==> config.mk <==
export PLATFORM = sky130hd
export DESIGN_NAME = soi_top
export DESIGN_NICKNAME = d
export VERILOG_FILES = /design/src/core/soi_pkg.sv /design/src/core/soi_sync3.sv /design/src/core/soi_div8.sv /design/src/core/soi_top.sv
export SDC_FILE = /design/constraint.sdc
export NUM_CORES = 1
export LEC_CHECK = 0
export BUFFER_PORTS_ARGS = -buffer_cell sky130_fd_sc_hd__buf_2
export CAP_MARGIN = 0
export CORE_AREA = 2 2 84 106
export CTS_CLUSTER_DIAMETER = 80
export DETAILED_ROUTE_END_ITERATION = 12
export DIE_AREA = 0 0 86 108
export PLACE_DENSITY = 0.75
export REMOVE_ABC_BUFFERS = 1
export SETUP_SLACK_MARGIN = 0.2
export SLEW_MARGIN = 25
export SYNTH_ARGS = -nofsm -noshare
export SYNTH_HDL_FRONTEND = slang
export SYNTH_SLANG_ARGS = --single-unit
==> constraint.sdc <==
create_clock -name clock_in -period 2.5 [get_ports clock_in]
set_clock_uncertainty 0.1 [all_clocks]
set_input_delay 0.375 -clock clock_in [delete_from_list [all_inputs] [get_ports clock_in]]
set_output_delay 0.375 -clock clock_in [all_outputs]
set_load 0.01 [all_outputs]
==> src/core/soi_pkg.sv <==
// Shared constants, types and helpers for the option, id and stop block
package soi_pkg;

  // ------------------------------------------------------------
  // Register indices (byte address is four times the index)
  // ------------------------------------------------------------
  localparam logic [15:0] IDX_OPT2 = 16'h1803;
  localparam logic [15:0] IDX_PID_HI = 16'h1806;
  localparam logic [15:0] IDX_PID_LO = 16'h1807;
  localparam logic [15:0] IDX_STOP = 16'h180d;
  localparam logic [15:0] IDX_WDOG = 16'h1810;
  localparam logic [15:0] IDX_IRQ_ST = 16'h1811;
  localparam logic [15:0] IDX_IRQ_MASK = 16'h1812;

  // ------------------------------------------------------------
  // Field positions and reset values
  // ------------------------------------------------------------
  localparam int WD_SEL_LSB = 4;
  localparam int CH0_SEL_BIT = 3;
  localparam int DIV8_BIT = 2;
  localparam int BUS_DIV_LSB = 0;
  localparam int REV_LSB = 4;
  localparam int WD_SRC_BIT = 0;
  localparam logic [7:0] OPT2_RST = 8'h70;
  localparam logic [2:0] WD_SEL_RST = 3'h7;
  localparam logic [1:0] BUS_DIV_RST = 2'h0;
  localparam logic [5:0] WAKE_RST = 6'h00;
  localparam logic [31:0] RDATA_RST = 32'h0000_0000;

  // ------------------------------------------------------------
  // Watchdog, timer and clock divider figures
  // ------------------------------------------------------------
  localparam int WD_LFO_EXP_BASE = 5;
  localparam int WD_LFO_EXP_MAX = 11;
  localparam int WD_BUS_EXP_BASE = 13;
  localparam int WD_BUS_EXP_MAX = 17;
  localparam logic [1:0] TMR_HALF_LAST = 2'h3;
  localparam logic [4:0] CORE_DIV_BASE = 5'h02;
  localparam int SRC_CLK_MHZ = 16;

  // ------------------------------------------------------------
  // Types
  // ------------------------------------------------------------
  typedef struct packed {
    logic [2:0] wd_sel;
    logic ch0_sel;
    logic div8_en;
    logic [1:0] bus_div;
  } soi_opt2_t;

  typedef struct packed {
    logic keyboard_wake_flag;
    logic ext_irq_wake_flag;
    logic free_counter_wake_flag;
    logic periodic_wake_flag;
    logic lf_receiver_wake_flag;
    logic rf_wake_flag;
  } soi_wake_t;

  // ------------------------------------------------------------
  // Helpers
  // ------------------------------------------------------------
  function automatic logic [15:0] addr_of(input logic [15:0] idx);
    return {idx[13:0], 2'b00};
  endfunction : addr_of

  function automatic logic [17:0] wd_count(input logic [2:0] sel,
                                           input logic bus_src);
    logic [4:0] e;
    e = 5'(WD_LFO_EXP_BASE) + {2'b00, sel};
    // Low-freq source tops out at the reset code's count
    if (e > 5'(WD_LFO_EXP_MAX)) begin
      e = 5'(WD_LFO_EXP_MAX);
    end
    if (bus_src) begin
      e = 5'(WD_BUS_EXP_BASE) + ((sel > 3'h4) ? 5'h04 : {2'b00, sel});
      if (e > 5'(WD_BUS_EXP_MAX)) begin
        e = 5'(WD_BUS_EXP_MAX);
      end
    end
    return 18'h00001 << e;
  endfunction : wd_count

  function automatic logic [4:0] core_div(input logic [1:0] sel);
    return CORE_DIV_BASE << sel;
  endfunction : core_div

endpackage : soi_pkg

==> src/core/soi_sync3.sv <==
// Three-stage pin synchroniser with agreement filter
`timescale 1ns/1ps
module soi_sync3 #(
  parameter int W = 1
) (
  input wire logic clock_in,
  input wire logic reset_in,
  input wire logic [W-1:0] async_in,
  output logic [W-1:0] sync_out
);
  logic [W-1:0] s1_q;
  logic [W-1:0] s2_q;
  logic [W-1:0] s3_q;
  logic [W-1:0] out_q;
  wire [W-1:0] agree = ~(s2_q ^ s3_q);
  wire [W-1:0] out_d = (s3_q & agree) | (out_q & ~agree);

  always_ff @(posedge clock_in) begin
    if (reset_in) begin
      s1_q <= '0;
      s2_q <= '0;
      s3_q <= '0;
      out_q <= '0;
    end else begin
      s1_q <= async_in;
      s2_q <= s1_q;
      s3_q <= s2_q;
      out_q <= out_d;
    end
  end

  assign sync_out = out_q;
endmodule : soi_sync3

==> src/core/soi_div8.sv <==
// Divide-by-8 of a sampled clock level
`timescale 1ns/1ps
module soi_div8 (
  input wire logic clock_in,
  input wire logic reset_in,
  input wire logic level_in,
  output logic div_out
);
  logic prev_q;
  logic [1:0] cnt_q;
  logic div_q;
  wire rise = level_in & ~prev_q;
  // Toggle every fourth rising edge
  wire wrap = rise & (cnt_q == soi_pkg::TMR_HALF_LAST);

  always_ff @(posedge clock_in) begin
    if (reset_in) begin
      prev_q <= 1'b0;
      cnt_q <= 2'h0;
      div_q <= 1'b0;
    end else begin
      prev_q <= level_in;
      cnt_q <= rise ? cnt_q + 2'h1 : cnt_q;
      div_q <= wrap ? ~div_q : div_q;
    end
  end

  assign div_out = div_q;
endmodule : soi_div8

==> src/core/soi_top.sv <==
// Option, part id and stop-exit status register block on APB
//
// How it works
// - Write-once watchdog timeout select at bits 6:4
// - Low-freq source: 2^5 to 2^11 counts
// - Bus source: 2^13 to 2^17 counts
// - Timer ch0 from pin or low-freq osc
// - Timer external clock optionally divided by eight
// - Bus divider code selects core divide 2..16
// - Revision nibble in high id bits 7:4
// - Twelve-bit part id across both id bytes
// - Stop-exit status is read-only
// - Stop-exit flags cleared on deepest stop entry
// - One stop-exit flag per wake source
// - Of the two resets, only power-on reset clears stop-exit flags
// - Watchdog clock source: 1 kHz or bus
`timescale 1ns/1ps
module soi_top #(
  parameter logic [3:0] REVISION = 4'h0, // Arbitrary value
  parameter logic [11:0] PART_ID = 12'h5a1 // Arbitrary value
) (
  input wire logic clock_in,
  input wire logic reset_in,
  input wire logic por_in,
  input wire logic psel_in,
  input wire logic penable_in,
  input wire logic pwrite_in,
  input wire logic [15:0] paddr_in,
  input wire logic [31:0] pwdata_in,
  input wire logic [3:0] pstrb_in,
  output logic [31:0] prdata_out,
  output logic pready_out,
  output logic pslverr_out,
  input wire logic port_a_pin2_in,
  input wire logic low_freq_osc_in,
  input wire logic rf_data_clock_in,
  input wire logic stop_entry_in,
  input wire logic [5:0] wake_src_in,
  output logic [2:0] watchdog_timeout_sel_out,
  output logic watchdog_clock_src_out,
  output logic [17:0] watchdog_timeout_count_out,
  output logic timer_ch0_out,
  output logic timer_ext_clk_out,
  output logic [1:0] bus_divider_sel_out,
  output logic [4:0] core_divisor_out,
  output logic [5:0] stop_exit_cause_out,
  output logic irq_out
);

  // ------------------------------------------------------------
  // State
  // ------------------------------------------------------------
  soi_pkg::soi_opt2_t opt_q;
  soi_pkg::soi_opt2_t opt_d;
  soi_pkg::soi_wake_t stop_q;
  soi_pkg::soi_wake_t stop_d;
  logic wd_written_q;
  logic wd_src_q;
  logic [5:0] ist_q;
  logic [5:0] ist_d;
  logic [5:0] imask_q;
  logic [31:0] rdata_q;
  logic err_q;
  logic ch0_q;
  logic ext_q;
  logic [17:0] wd_cnt_q;
  logic [4:0] core_div_q;
  logic [2:0] pins_s;
  logic div8_clk;

  wire any_rst = reset_in | por_in;

  // ------------------------------------------------------------
  // APB decode
  // ------------------------------------------------------------
  wire setup = psel_in & ~penable_in;
  wire access = psel_in & penable_in;
  wire hit_opt2 = paddr_in == soi_pkg::addr_of(soi_pkg::IDX_OPT2);
  wire hit_pidh = paddr_in == soi_pkg::addr_of(soi_pkg::IDX_PID_HI);
  wire hit_pidl = paddr_in == soi_pkg::addr_of(soi_pkg::IDX_PID_LO);
  wire hit_stop = paddr_in == soi_pkg::addr_of(soi_pkg::IDX_STOP);
  wire hit_wdog = paddr_in == soi_pkg::addr_of(soi_pkg::IDX_WDOG);
  wire hit_ist = paddr_in == soi_pkg::addr_of(soi_pkg::IDX_IRQ_ST);
  wire hit_imask = paddr_in == soi_pkg::addr_of(soi_pkg::IDX_IRQ_MASK);
  wire mapped = hit_opt2 | hit_pidh | hit_pidl | hit_stop | hit_wdog |
                hit_ist | hit_imask;
  wire wr = access & pwrite_in & pstrb_in[0] & mapped;
  wire wr_opt2 = wr & hit_opt2;
  wire wr_wdog = wr & hit_wdog;
  wire wr_imask = wr & hit_imask;
  wire rd_clr = access & ~pwrite_in & hit_ist;

  // Read value, bit 7 of the option register and unused bits stay zero
  wire [7:0] rd_opt2 = {1'b0, opt_q};
  wire [7:0] rd_pidh = {REVISION, PART_ID[11:8]};
  wire [7:0] rd_pidl = PART_ID[7:0];
  wire [7:0] rd_stop = {2'b00, stop_q};
  wire [7:0] rd_val =
    hit_opt2 ? rd_opt2 :
    hit_pidh ? rd_pidh :
    hit_pidl ? rd_pidl :
    hit_stop ? rd_stop :
    hit_wdog ? {7'h00, wd_src_q} :
    hit_ist ? {2'b00, ist_q} :
    hit_imask ? {2'b00, imask_q} : 8'h00;

  assign pready_out = access;
  assign pslverr_out = access & err_q;
  assign prdata_out = rdata_q;

  always_ff @(posedge clock_in) begin
    if (any_rst) begin
      rdata_q <= soi_pkg::RDATA_RST;
      err_q <= 1'b0;
    end else if (setup) begin
      rdata_q <= pwrite_in ? soi_pkg::RDATA_RST : {24'h000000, rd_val};
      err_q <= ~mapped;
    end
  end

  // ------------------------------------------------------------
  // Option register
  // ------------------------------------------------------------
  always_comb begin
    opt_d = opt_q;
    if (wr_opt2) begin
      if (!wd_written_q) begin
        opt_d.wd_sel = pwdata_in[soi_pkg::WD_SEL_LSB +: 3];
      end
      opt_d.ch0_sel = pwdata_in[soi_pkg::CH0_SEL_BIT];
      opt_d.div8_en = pwdata_in[soi_pkg::DIV8_BIT];
      opt_d.bus_div = pwdata_in[soi_pkg::BUS_DIV_LSB +: 2];
    end
  end

  always_ff @(posedge clock_in) begin
    if (any_rst) begin
      opt_q <= soi_pkg::soi_opt2_t'(soi_pkg::OPT2_RST[6:0]);
      wd_written_q <= 1'b0;
      wd_src_q <= 1'b0;
    end else begin
      opt_q <= opt_d;
      wd_written_q <= wd_written_q | wr_opt2;
      if (wr_wdog) begin
        wd_src_q <= pwdata_in[soi_pkg::WD_SRC_BIT];
      end
    end
  end

  // ------------------------------------------------------------
  // Watchdog period and clock divider
  // ------------------------------------------------------------
  always_ff @(posedge clock_in) begin
    if (any_rst) begin
      wd_cnt_q <= soi_pkg::wd_count(soi_pkg::WD_SEL_RST, 1'b0);
      core_div_q <= soi_pkg::core_div(soi_pkg::BUS_DIV_RST);
    end else begin
      wd_cnt_q <= soi_pkg::wd_count(opt_q.wd_sel, wd_src_q);
      core_div_q <= soi_pkg::core_div(opt_q.bus_div);
    end
  end

  assign watchdog_timeout_sel_out = opt_q.wd_sel;
  assign watchdog_clock_src_out = wd_src_q;
  assign watchdog_timeout_count_out = wd_cnt_q;
  assign bus_divider_sel_out = opt_q.bus_div;
  assign core_divisor_out = core_div_q;

  // ------------------------------------------------------------
  // Timer input routing
  // ------------------------------------------------------------
  soi_sync3 #(
    .W(3)
  ) u_pin_sync (
    .clock_in(clock_in),
    .reset_in(any_rst),
    .async_in({rf_data_clock_in, low_freq_osc_in, port_a_pin2_in}),
    .sync_out(pins_s)
  );

  soi_div8 u_div8 (
    .clock_in(clock_in),
    .reset_in(any_rst),
    .level_in(pins_s[2]),
    .div_out(div8_clk)
  );

  always_ff @(posedge clock_in) begin
    if (any_rst) begin
      ch0_q <= 1'b0;
      ext_q <= 1'b0;
    end else begin
      ch0_q <= opt_q.ch0_sel ? pins_s[1] : pins_s[0];
      ext_q <= opt_q.div8_en ? div8_clk : pins_s[2];
    end
  end

  assign timer_ch0_out = ch0_q;
  assign timer_ext_clk_out = ext_q;

  // ------------------------------------------------------------
  // Stop-exit flags, kept through all but power-on reset
  // ------------------------------------------------------------
  // Wake in the entry cycle survives the clear
  always_comb begin
    stop_d = stop_entry_in ? soi_pkg::soi_wake_t'(soi_pkg::WAKE_RST)
                           : stop_q;
    stop_d = stop_d | soi_pkg::soi_wake_t'(wake_src_in);
  end

  always_ff @(posedge clock_in) begin
    if (por_in) begin
      stop_q <= soi_pkg::soi_wake_t'(soi_pkg::WAKE_RST);
    end else begin
      stop_q <= stop_d;
    end
  end

  assign stop_exit_cause_out = stop_q;

  // ------------------------------------------------------------
  // Interrupt status, cleared by read of the captured bits only
  // ------------------------------------------------------------
  assign ist_d = (ist_q & ~(rd_clr ? rdata_q[5:0] : 6'h00)) | wake_src_in;

  always_ff @(posedge clock_in) begin
    if (any_rst) begin
      ist_q <= soi_pkg::WAKE_RST;
      imask_q <= soi_pkg::WAKE_RST;
    end else begin
      ist_q <= ist_d;
      if (wr_imask) begin
        imask_q <= pwdata_in[5:0];
      end
    end
  end

  assign irq_out = |(ist_q & imask_q);
endmodule : soi_top

==> metrics.yaml, run 1 <==
floorplan:
  initial_core_util: 0.433
  ios: 140
  die-width_um: 86
  num_rows: 37
  die_y_um: 108
  dieArea_um2: 9290
  core-area_um2: 8190
critical_path:
  crit_path_start_kind: "register"
  worstPathCellList: "inv_1 -> ha_1 -> o21ai_2 -> inv_1 -> ha_1 -> inv_2 -> ha_4 -> nand2b_1 -> a21oi_4 -> nand2_2 -> nor4_1"
  crit_path_end_kind: "register"
  crit_slowest_cell: "dfxtp_2"
  slowest_delay_ns: 0.33
  r2r_start: "watchdog_timeout_sel_out[0]"
  crit_fanout: 6
  worst-r2r-cell-count: 11
  r2r_setup_slack_ns: 0.24
  cp_data_arrival_time_ns: 2.42
  path_class: "register to register"
  required_ns: 2.66
  timing.rr.end: "watchdog_timeout_count_out[13]"
finish:
  nets: 564
  n_antenna_cell: 0
  seq_area_um2: 1520
  nFillCells: 774
  synthToLayoutAreaGrowth_pct: 19.8
  multiInputGateArea_um2: 1800
  drive_gt1_frac: 0.265
  final_cell_area_um2: 4250
power:
  ir_drop_mv: 0.331
  total_power_mw: 2.47
  power.density_nw_per_um2: 582
  p_leak_nw: 1.85
synthesis:
  yosysTopAreaCell: "dfxtp_1"
  synth_edf_count: 0
  syn_avg_cell_area_um2: 8.69
  synth_cell_types: 55
  synth_cells: 408
  ys_top_cells_by_area: "dfxtp_1 43%, buf_4 6.6%, nor2_1 4.1%, a21oi_1 4.1%, o21ai_0 3.1%"
  ys_ff_latch: 76
  ys_top_cells_by_count: "76 x dfxtp_1, 39 x nor2_1, 31 x buf_4"
  netlist_area_um2: 3550
  synthFlopType: "dfxtp_1"
  ys_warn_count: 0
  synthMostInstantiatedCell: "dfxtp_1"
  yosysSeqAreaShare: 0.429
  async_reset_ff_frac: 0
  synth_top_area_frac: 0.429
worst_hold_path:
  worstHoldStart: "rf_data_clock_in"
  min_path_cells: 2
  hp-class: "primary input to register"
  hold_end: "u_pin_sync.s1_q[2]"
timing:
  slew_headroom: 0.613
  fin_crit_ns: 2.26
  fmax_ghz: 0.443
  tightest_slew_ns: 0.580
  period_share: 0.903
  rsz0062_at_grt: "false"
  finalHoldViolCount: 0
  fin_ws_ns: 0.242
  slew_violations: 0
  setup_violations: 0
clock_tree:
  tritoncts: "done"
  clkSinkCount: 76
  clk_latency_ns: 0.35
  root_buffer: "clkbuf_8"
  clk_pin_slew_ns: 0.08
  cts_buffers: 9
  cts_buffer_depth: 2
  htreeDepth: 3
grt:
  grt.overflow.total: 0
  grt_max_degree: 32
  grt_pass1_vias: 2873
  grt_pass1_wl_um: 14000
  grt_usage: 0.192
  antenna_found_initial: 0
place:
  place_area_um2: 3960
  gp_congestion: 0.857
  io_buffers: 86
  dp_hpwl_um: 6350
  pre_cts_slack_ns: 0.0501
routing:
  viasPerCell: 5.31
  vias: 3144
  first_iter_violations: 156
  drtPass1Iterations: 4
  wirelength_um: 8820
  avgRoutedWirePerCell_um: 14.9
  ant_nets: 0
  drc: 0
flow_run:
  drv_cap: 0
outcome:
  status: "finished, final reports clean"
-- state kept, by name, indices dropped and copies added, names as in the netlist, named ones only --
register / cells
watchdog_timeout_count_out: 18
u_pin_sync.s3_q: 3
imask_q: 6
prdata_out: 8
timer_ext_clk_out: 1
stop_exit_cause_out: 6
err_q: 1
u_div8.cnt_q: 2
u_div8.div_out: 1
u_div8.prev_q: 1
u_pin_sync.s2_q: 3
opt_q: 2
core_divisor_out: 4
ist_q: 6
u_pin_sync.s1_q: 3
watchdog_clock_src_out: 1
wd_written_q: 1
bus_divider_sel_out: 2
watchdog_timeout_sel_out: 3
timer_ch0_out: 1
-- cell usage in the layout (no fill, tap or decap), types with 3 or more instances in the layout --
cell type and n:
and2_1 14, a21oi_1 28, nand2_1 17, nor4_1 5, o21ai_0 21, buf_2 86, dfxtp_1 75, inv_1 15
and4_1 3, nand3_1 15, a21o_1 3, nand3b_1 5, nand4_1 4, nor2_1 39, o22ai_1 4, mux2i_1 9
nand2b_1 5, clkbuf_8 9, ha_1 5, and3_1 11, nor2b_1 6, a41oi_1 6, o31ai_1 4, buf_4 11
a221oi_1 4, a22oi_1 3, conb_1 25, nor3_1 9
-- cells by family after synthesis --
group,Yosys count,share of synthesized area
simple gates,160,0.259
flops,76,0.429
buf+inv,66,0.103
xor+xnor,3,0.00741
mux,11,0.0318
fa+ha+maj,6,0.0212
other cells,1,0.00106
compound gates,85,0.147
-- per-stage QoR --
stage          hold slack (ns)  utilization  instances  setup TNS [ns]
2_1_floorplan            0.306            -        382         -0.0948
3_3_place_gp             0.309        0.483        575               0
3_5_place_dp             0.311        0.483        575               0
4_1_cts                  0.108        0.512        591               0
5_1_grt                  0.106        0.518        592               0
6_report                 0.119        0.518        592               0
-- how the worst max path moves through the flow --
stage	cells after the start	end	from	slack [ns]
floorplan	11	watchdog_timeout_count_out[13]	watchdog_timeout_sel_out[0]	-0.08
global placement	11	watchdog_timeout_count_out[13]	watchdog_timeout_sel_out[0]	0.15
detailed placement	11	watchdog_timeout_count_out[13]	watchdog_timeout_sel_out[0]	0.05
CTS	11	watchdog_timeout_count_out[13]	watchdog_timeout_sel_out[0]	0.20
global route	11	watchdog_timeout_count_out[17]	watchdog_timeout_sel_out[0]	0.17
finish	11	watchdog_timeout_count_out[13]	watchdog_timeout_sel_out[0]	0.24
-- what timing repair did --
| item | in CTS | in global routing |
|---|---|---|
| gates resized for setup | 3 | 10 |
| setup buffers | 0 | 1 |
| gates cloned | 0 | 0 |
| pin swaps | 1 | 5 |
| endpoints found under the setup margin | 10 | 14 |
| hold buffers | 0 | 0 |
-- power breakdown --
| group | internal (mW) | total, mW | switching [mW] | leakage, nW |
|---|---|---|---|---|
| combinational | 0.0576 | 0.159 | 0.101 | 1.11 |
| sequential | 1.22 | 1.24 | 0.0106 | 0.615 |
| clock | 0.580 | 1.08 | 0.498 | 0.116 |
| total | 1.86 | 2.47 | 0.610 | 1.85 |
-- metal layers --
metal / GRT usage / part of all wire / vias up
met2: 0.331 / 0.50 / 116
met1: 0.227 / 0.41 / 1453
met5: 0 / 0 / -
li1: - / - / 1558
met4: 0.0714 / 0.025 / 0
met3: 0.0496 / 0.064 / 17
-- final cells by class --
| class | instances | area share |
|---|---|---|
| Timing Repair Buffer | 97 | 0.121 |
| Tap cell | 97 | 0.0286 |
| Clock buffer | 9 | 0.0292 |
| Sequential cell | 76 | 0.359 |
| Multi-Input combinational cell | 290 | 0.424 |
| Inverter | 16 | 0.0141 |
| Clock inverter | 7 | 0.0250 |
-- critical path: cells and delay by family, from the launching register on --
kind	cells	cell delay [ns]
compound gates	2	0.40
fa+ha+maj	3	0.61
buf+inv	3	0.18
flops	1	0.33
simple gates	3	0.55
Note: power is estimated with default switching activity, not from simulation.
==> run 2, diff against run 1 <==
--- a/config.mk
+++ b/config.mk
@@ -7,14 +7,15 @@
 export LEC_CHECK = 0
 export BUFFER_PORTS_ARGS = -buffer_cell sky130_fd_sc_hd__buf_2
 export CAP_MARGIN = 0
-export CORE_AREA = 2 2 84 106
+export CORE_AREA = 2 2 76 96
 export CTS_CLUSTER_DIAMETER = 80
 export DETAILED_ROUTE_END_ITERATION = 12
-export DIE_AREA = 0 0 86 108
-export PLACE_DENSITY = 0.75
+export DIE_AREA = 0 0 78 98
+export PLACE_DENSITY = 0.84
 export REMOVE_ABC_BUFFERS = 1
 export SETUP_SLACK_MARGIN = 0.2
 export SLEW_MARGIN = 25
 export SYNTH_ARGS = -nofsm -noshare
 export SYNTH_HDL_FRONTEND = slang
+export SYNTH_HIERARCHICAL = 1
 export SYNTH_SLANG_ARGS = --single-unit
==> constraint.sdc (replaced) <==
create_clock -name clock_in -period 2.9 [get_ports clock_in]
set_clock_uncertainty 0.1 [all_clocks]
set_input_delay 0.435 -clock clock_in [delete_from_list [all_inputs] [get_ports clock_in]]
set_output_delay 0.435 -clock clock_in [all_outputs]
set_load 0.01 [all_outputs]
==> run 2 against run 1 <==
Synthesized area fell by 3.1%. Sequential cell count did not move. Sequential share of layout area rose by 1.4 points. Largest cell class unchanged. Final cell count fell by 6.4%. Via count fell by 6.6%. Maximum frequency fell by 9.1%. Core utilization rose by 8.1 points. Global-route usage rose by 1.6 points. Highest routed layer unchanged. Largest power group unchanged.
==> metrics.yaml, run 2 <==
floorplan:
  num_rows: 34  # was 37
  die_y_um: 98  # was 108 um
  die-width_um: 78  # was 86 um
  initial_core_util: 0.505  # was 0.433
  core-area_um2: 6810  # was 8190 um^2
  dieArea_um2: 7640  # was 9290 um^2
  ios: 140  # unchanged
synthesis:
  synthMostInstantiatedCell: "dfxtp_1"  # unchanged
  ys_warn_count: 6  # was 0
  ys_ff_latch: 76  # unchanged
  netlist_area_um2: 3440  # was 3550 um^2
  synth_top_area_frac: 0.443  # was 0.429
  synth_edf_count: 0  # unchanged
  synthFlopType: "dfxtp_1"  # unchanged
  ys_top_cells_by_count: "76 x dfxtp_1, 51 x nor2_1, 31 x buf_4"  # was 76 x dfxtp_1, 39 x nor2_1, 31 x buf_4
  async_reset_ff_frac: 0  # unchanged
  yosysTopAreaCell: "dfxtp_1"  # unchanged
  synth_cells: 374  # was 408
  syn_avg_cell_area_um2: 9.19  # was 8.69 um^2
  yosysSeqAreaShare: 0.443  # was 0.429
  ys_top_cells_by_area: "dfxtp_1 44%, buf_4 6.8%, nor2_1 5.6%, mux2i_1 4.7%, a21oi_1 2.9%"  # was dfxtp_1 43%, buf_4 6.6%, nor2_1 4.1%, a21oi_1 4.1%, o21ai_0 3.1%
  synth_cell_types: 52  # was 55
grt:
  grt_usage: 0.208  # was 0.192
  grt_max_degree: 35  # was 32
  grt.overflow.total: 0  # unchanged
  grt_pass1_vias: 2728  # was 2,873
  grt_pass1_wl_um: 12600  # was 14,000 um
  antenna_found_initial: 0  # unchanged
timing:
  fmax_ghz: 0.403  # was 0.443 GHz
  slew_headroom: 0.541  # was 0.613
  fin_crit_ns: 2.48  # was 2.26 ns
  rsz0062_at_grt: "false"  # unchanged
  period_share: 0.856  # was 0.903
  setup_tns_ns: 0  # unchanged
  finalHoldViolCount: 0  # unchanged
  slew_violations: 0  # unchanged
  setup_violations: 0  # unchanged
  tightest_slew_ns: 0.683  # was 0.580 ns
finish:
  largest_reg_flops: 18  # unchanged
  nets: 533  # was 564
  utilization: 0.599  # was 0.518
  final_common_cell: "buf_2"  # unchanged
  nFillCells: 598  # was 774
  layout_common_cells: "86 x buf_2, 76 x dfxtp_1, 51 x nor2_1"  # was 86 x buf_2, 75 x dfxtp_1, 39 x nor2_1
  n_antenna_cell: 0  # unchanged
  synthToLayoutAreaGrowth_pct: 18.8  # was 19.8%
  fin_cells: 554  # was 592
  drive_gt1_frac: 0.289  # was 0.265
place:
  placedCellCount: 538  # was 575
  gp_congestion: 0.869  # was 0.857
  io_buffers: 86  # unchanged
  dp_hpwl_um: 5690  # was 6350 um
critical_path:
  r2r_start: "watchdog_timeout_sel_out[0]"  # unchanged
  worst-r2r-cell-count: 12  # was 11
  path_class: "register to register"  # unchanged
  timing.rr.end: "watchdog_timeout_count_out[11]"  # was watchdog_timeout_count_out[13]
  cp_data_arrival_time_ns: 2.66  # was 2.42 ns
  required_ns: 3.08  # was 2.66 ns
  crit_fanout: 5  # was 6
  crit_path_start_kind: "register"  # unchanged
  r2r_setup_slack_ns: 0.42  # was 0.24 ns
  crit_path_end_kind: "register"  # unchanged
power:
  power.density_nw_per_um2: 532  # was 582 nW/um^2
  p_switching_uw: 493  # was 610 uW
  p_seq_frac: 0.490  # was 0.500
  p_comb_frac: 0.059  # was 0.064
  clockPowerShare: 0.451  # was 0.436
  p_leak_nw: 1.79  # was 1.85 nW
  p_sw_frac: 0.227  # was 0.247
  intPower_mw: 1.68  # was 1.86 mW
  ir_drop_mv: 0.362  # was 0.331 mV
flow_run:
  drv_cap: 0  # unchanged
clock_tree:
  root_buffer: "clkbuf_8"  # unchanged
  cts_buffer_depth: 2  # unchanged
  clk_latency_ns: 0.35  # about the same
  cts_buffers: 9  # unchanged
  clkSinkCount: 76  # unchanged
  tritoncts: "done"  # unchanged
  htreeDepth: 3  # unchanged
  hold_buffers: 0  # unchanged
  cts_setup_buffers: 0  # unchanged
  clk_pin_slew_ns: 0.08  # about the same
  cts_resized: 0  # was 3
worst_hold_path:
  min_path_cells: 2  # unchanged
  hold_end: "u_pin_sync/s1_q[1]"  # was u_pin_sync.s1_q[2]
  hp-class: "primary input to register"  # unchanged
  worstHoldStart: "low_freq_osc_in"  # was rf_data_clock_in
routing:
  viasPerCell: 5.30  # was 5.31
  ant_nets: 0  # unchanged
  drc: 0  # unchanged
  drtPass1Iterations: 5  # was 4
  avgRoutedWirePerCell_um: 14.0  # was 14.9 um
  vias: 2936  # was 3,144
  first_iter_violations: 114  # was 156
  wirelength_um: 7770  # was 8820 um
outcome:
  status: "finished, final reports clean"  # unchanged
-- run 2: worst max path at each step --
| stage | endpoint | start | cells after the start |
|---|---|---|---|
| floorplan | prdata_out[1] | por_in | 5 |
| global placement | watchdog_timeout_count_out[11] | watchdog_timeout_sel_out[0] | 12 |
| CTS | watchdog_timeout_count_out[11] | watchdog_timeout_sel_out[0] | 12 |
| finish | watchdog_timeout_count_out[11] | watchdog_timeout_sel_out[0] | 12 |
| detailed placement | watchdog_timeout_count_out[11] | watchdog_timeout_sel_out[0] | 12 |
| global route | watchdog_timeout_count_out[11] | watchdog_timeout_sel_out[0] | 12 |
-- run 2: layout make-up --
| type | instances | area [um^2] | share of cell area |
|---|---|---|---|
| multi-input cells | 268 | 1680 | 0.411 |
| flip-flops and latches | 76 | 1520 | 0.373 |
| repair buffers | 93 | 483 | 0.118 |
| clock buffers | 9 | 124 | 0.0304 |
| clock inverters | 7 | 123 | 0.0301 |
| well taps | 90 | 113 | 0.0276 |
| inverters | 11 | 41.3 | 0.0101 |
-- run 2: per-stage QoR --
step	instance area [um^2]	setup WS, ns	hold slack [ns]	power (mW)
finish	4080	0.417	0.192	2.17
global route	4080	0.222	0.172	2.25
detailed placement	3830	0.455	0.327	1.21
CTS	4080	0.431	0.175	2.18
global placement	3830	0.526	0.318	1.21
floorplan	3240	0.227	0.315	1.15
-- run 2: routing by layer --
metal  part of all wire  up-vias  track usage  wire length (um)
li1                   -     1403            -                 -
met2               0.52      119        0.371              4030
met3              0.070       19       0.0508               544
met1               0.39     1395        0.226              3020
met4              0.022        0        0.108               169
met5                  0        -            0                 0
-- run 2: power by group through the flow --
stage,clock network (mW),registers (mW),logic [mW]
2_1_floorplan,0,1.09,0.0613
3_3_place_gp,0,1.09,0.123
3_5_place_dp,0,1.09,0.126
4_1_cts,0.994,1.06,0.126
5_1_grt,1.04,1.07,0.139
6_report,0.979,1.06,0.128
-- run 2: kinds of logic after synthesis --
logic type	share of synthesized area
and+or+nand+nor	0.240
AOI/OAI and AO/OA	0.144
DFF	0.443
buffers and inverters	0.0958
muxes	0.0466
adders and majority gates	0.0218
xor gates and xnor gates	0.00765
other	0.00109
-- run 2: worst max-delay path, cell delays in order, from the launching register on --
cell	delay [ns]
dfxtp_1	0.34
inv_1	0.07
ha_1	0.20
o21ai_0	0.21
inv_1	0.07
ha_1	0.18
inv_1	0.06
ha_1	0.20
nand3b_1	0.09
a21oi_1	0.18
a21oi_1	0.11
or3b_1	0.43
o21ai_0	0.17
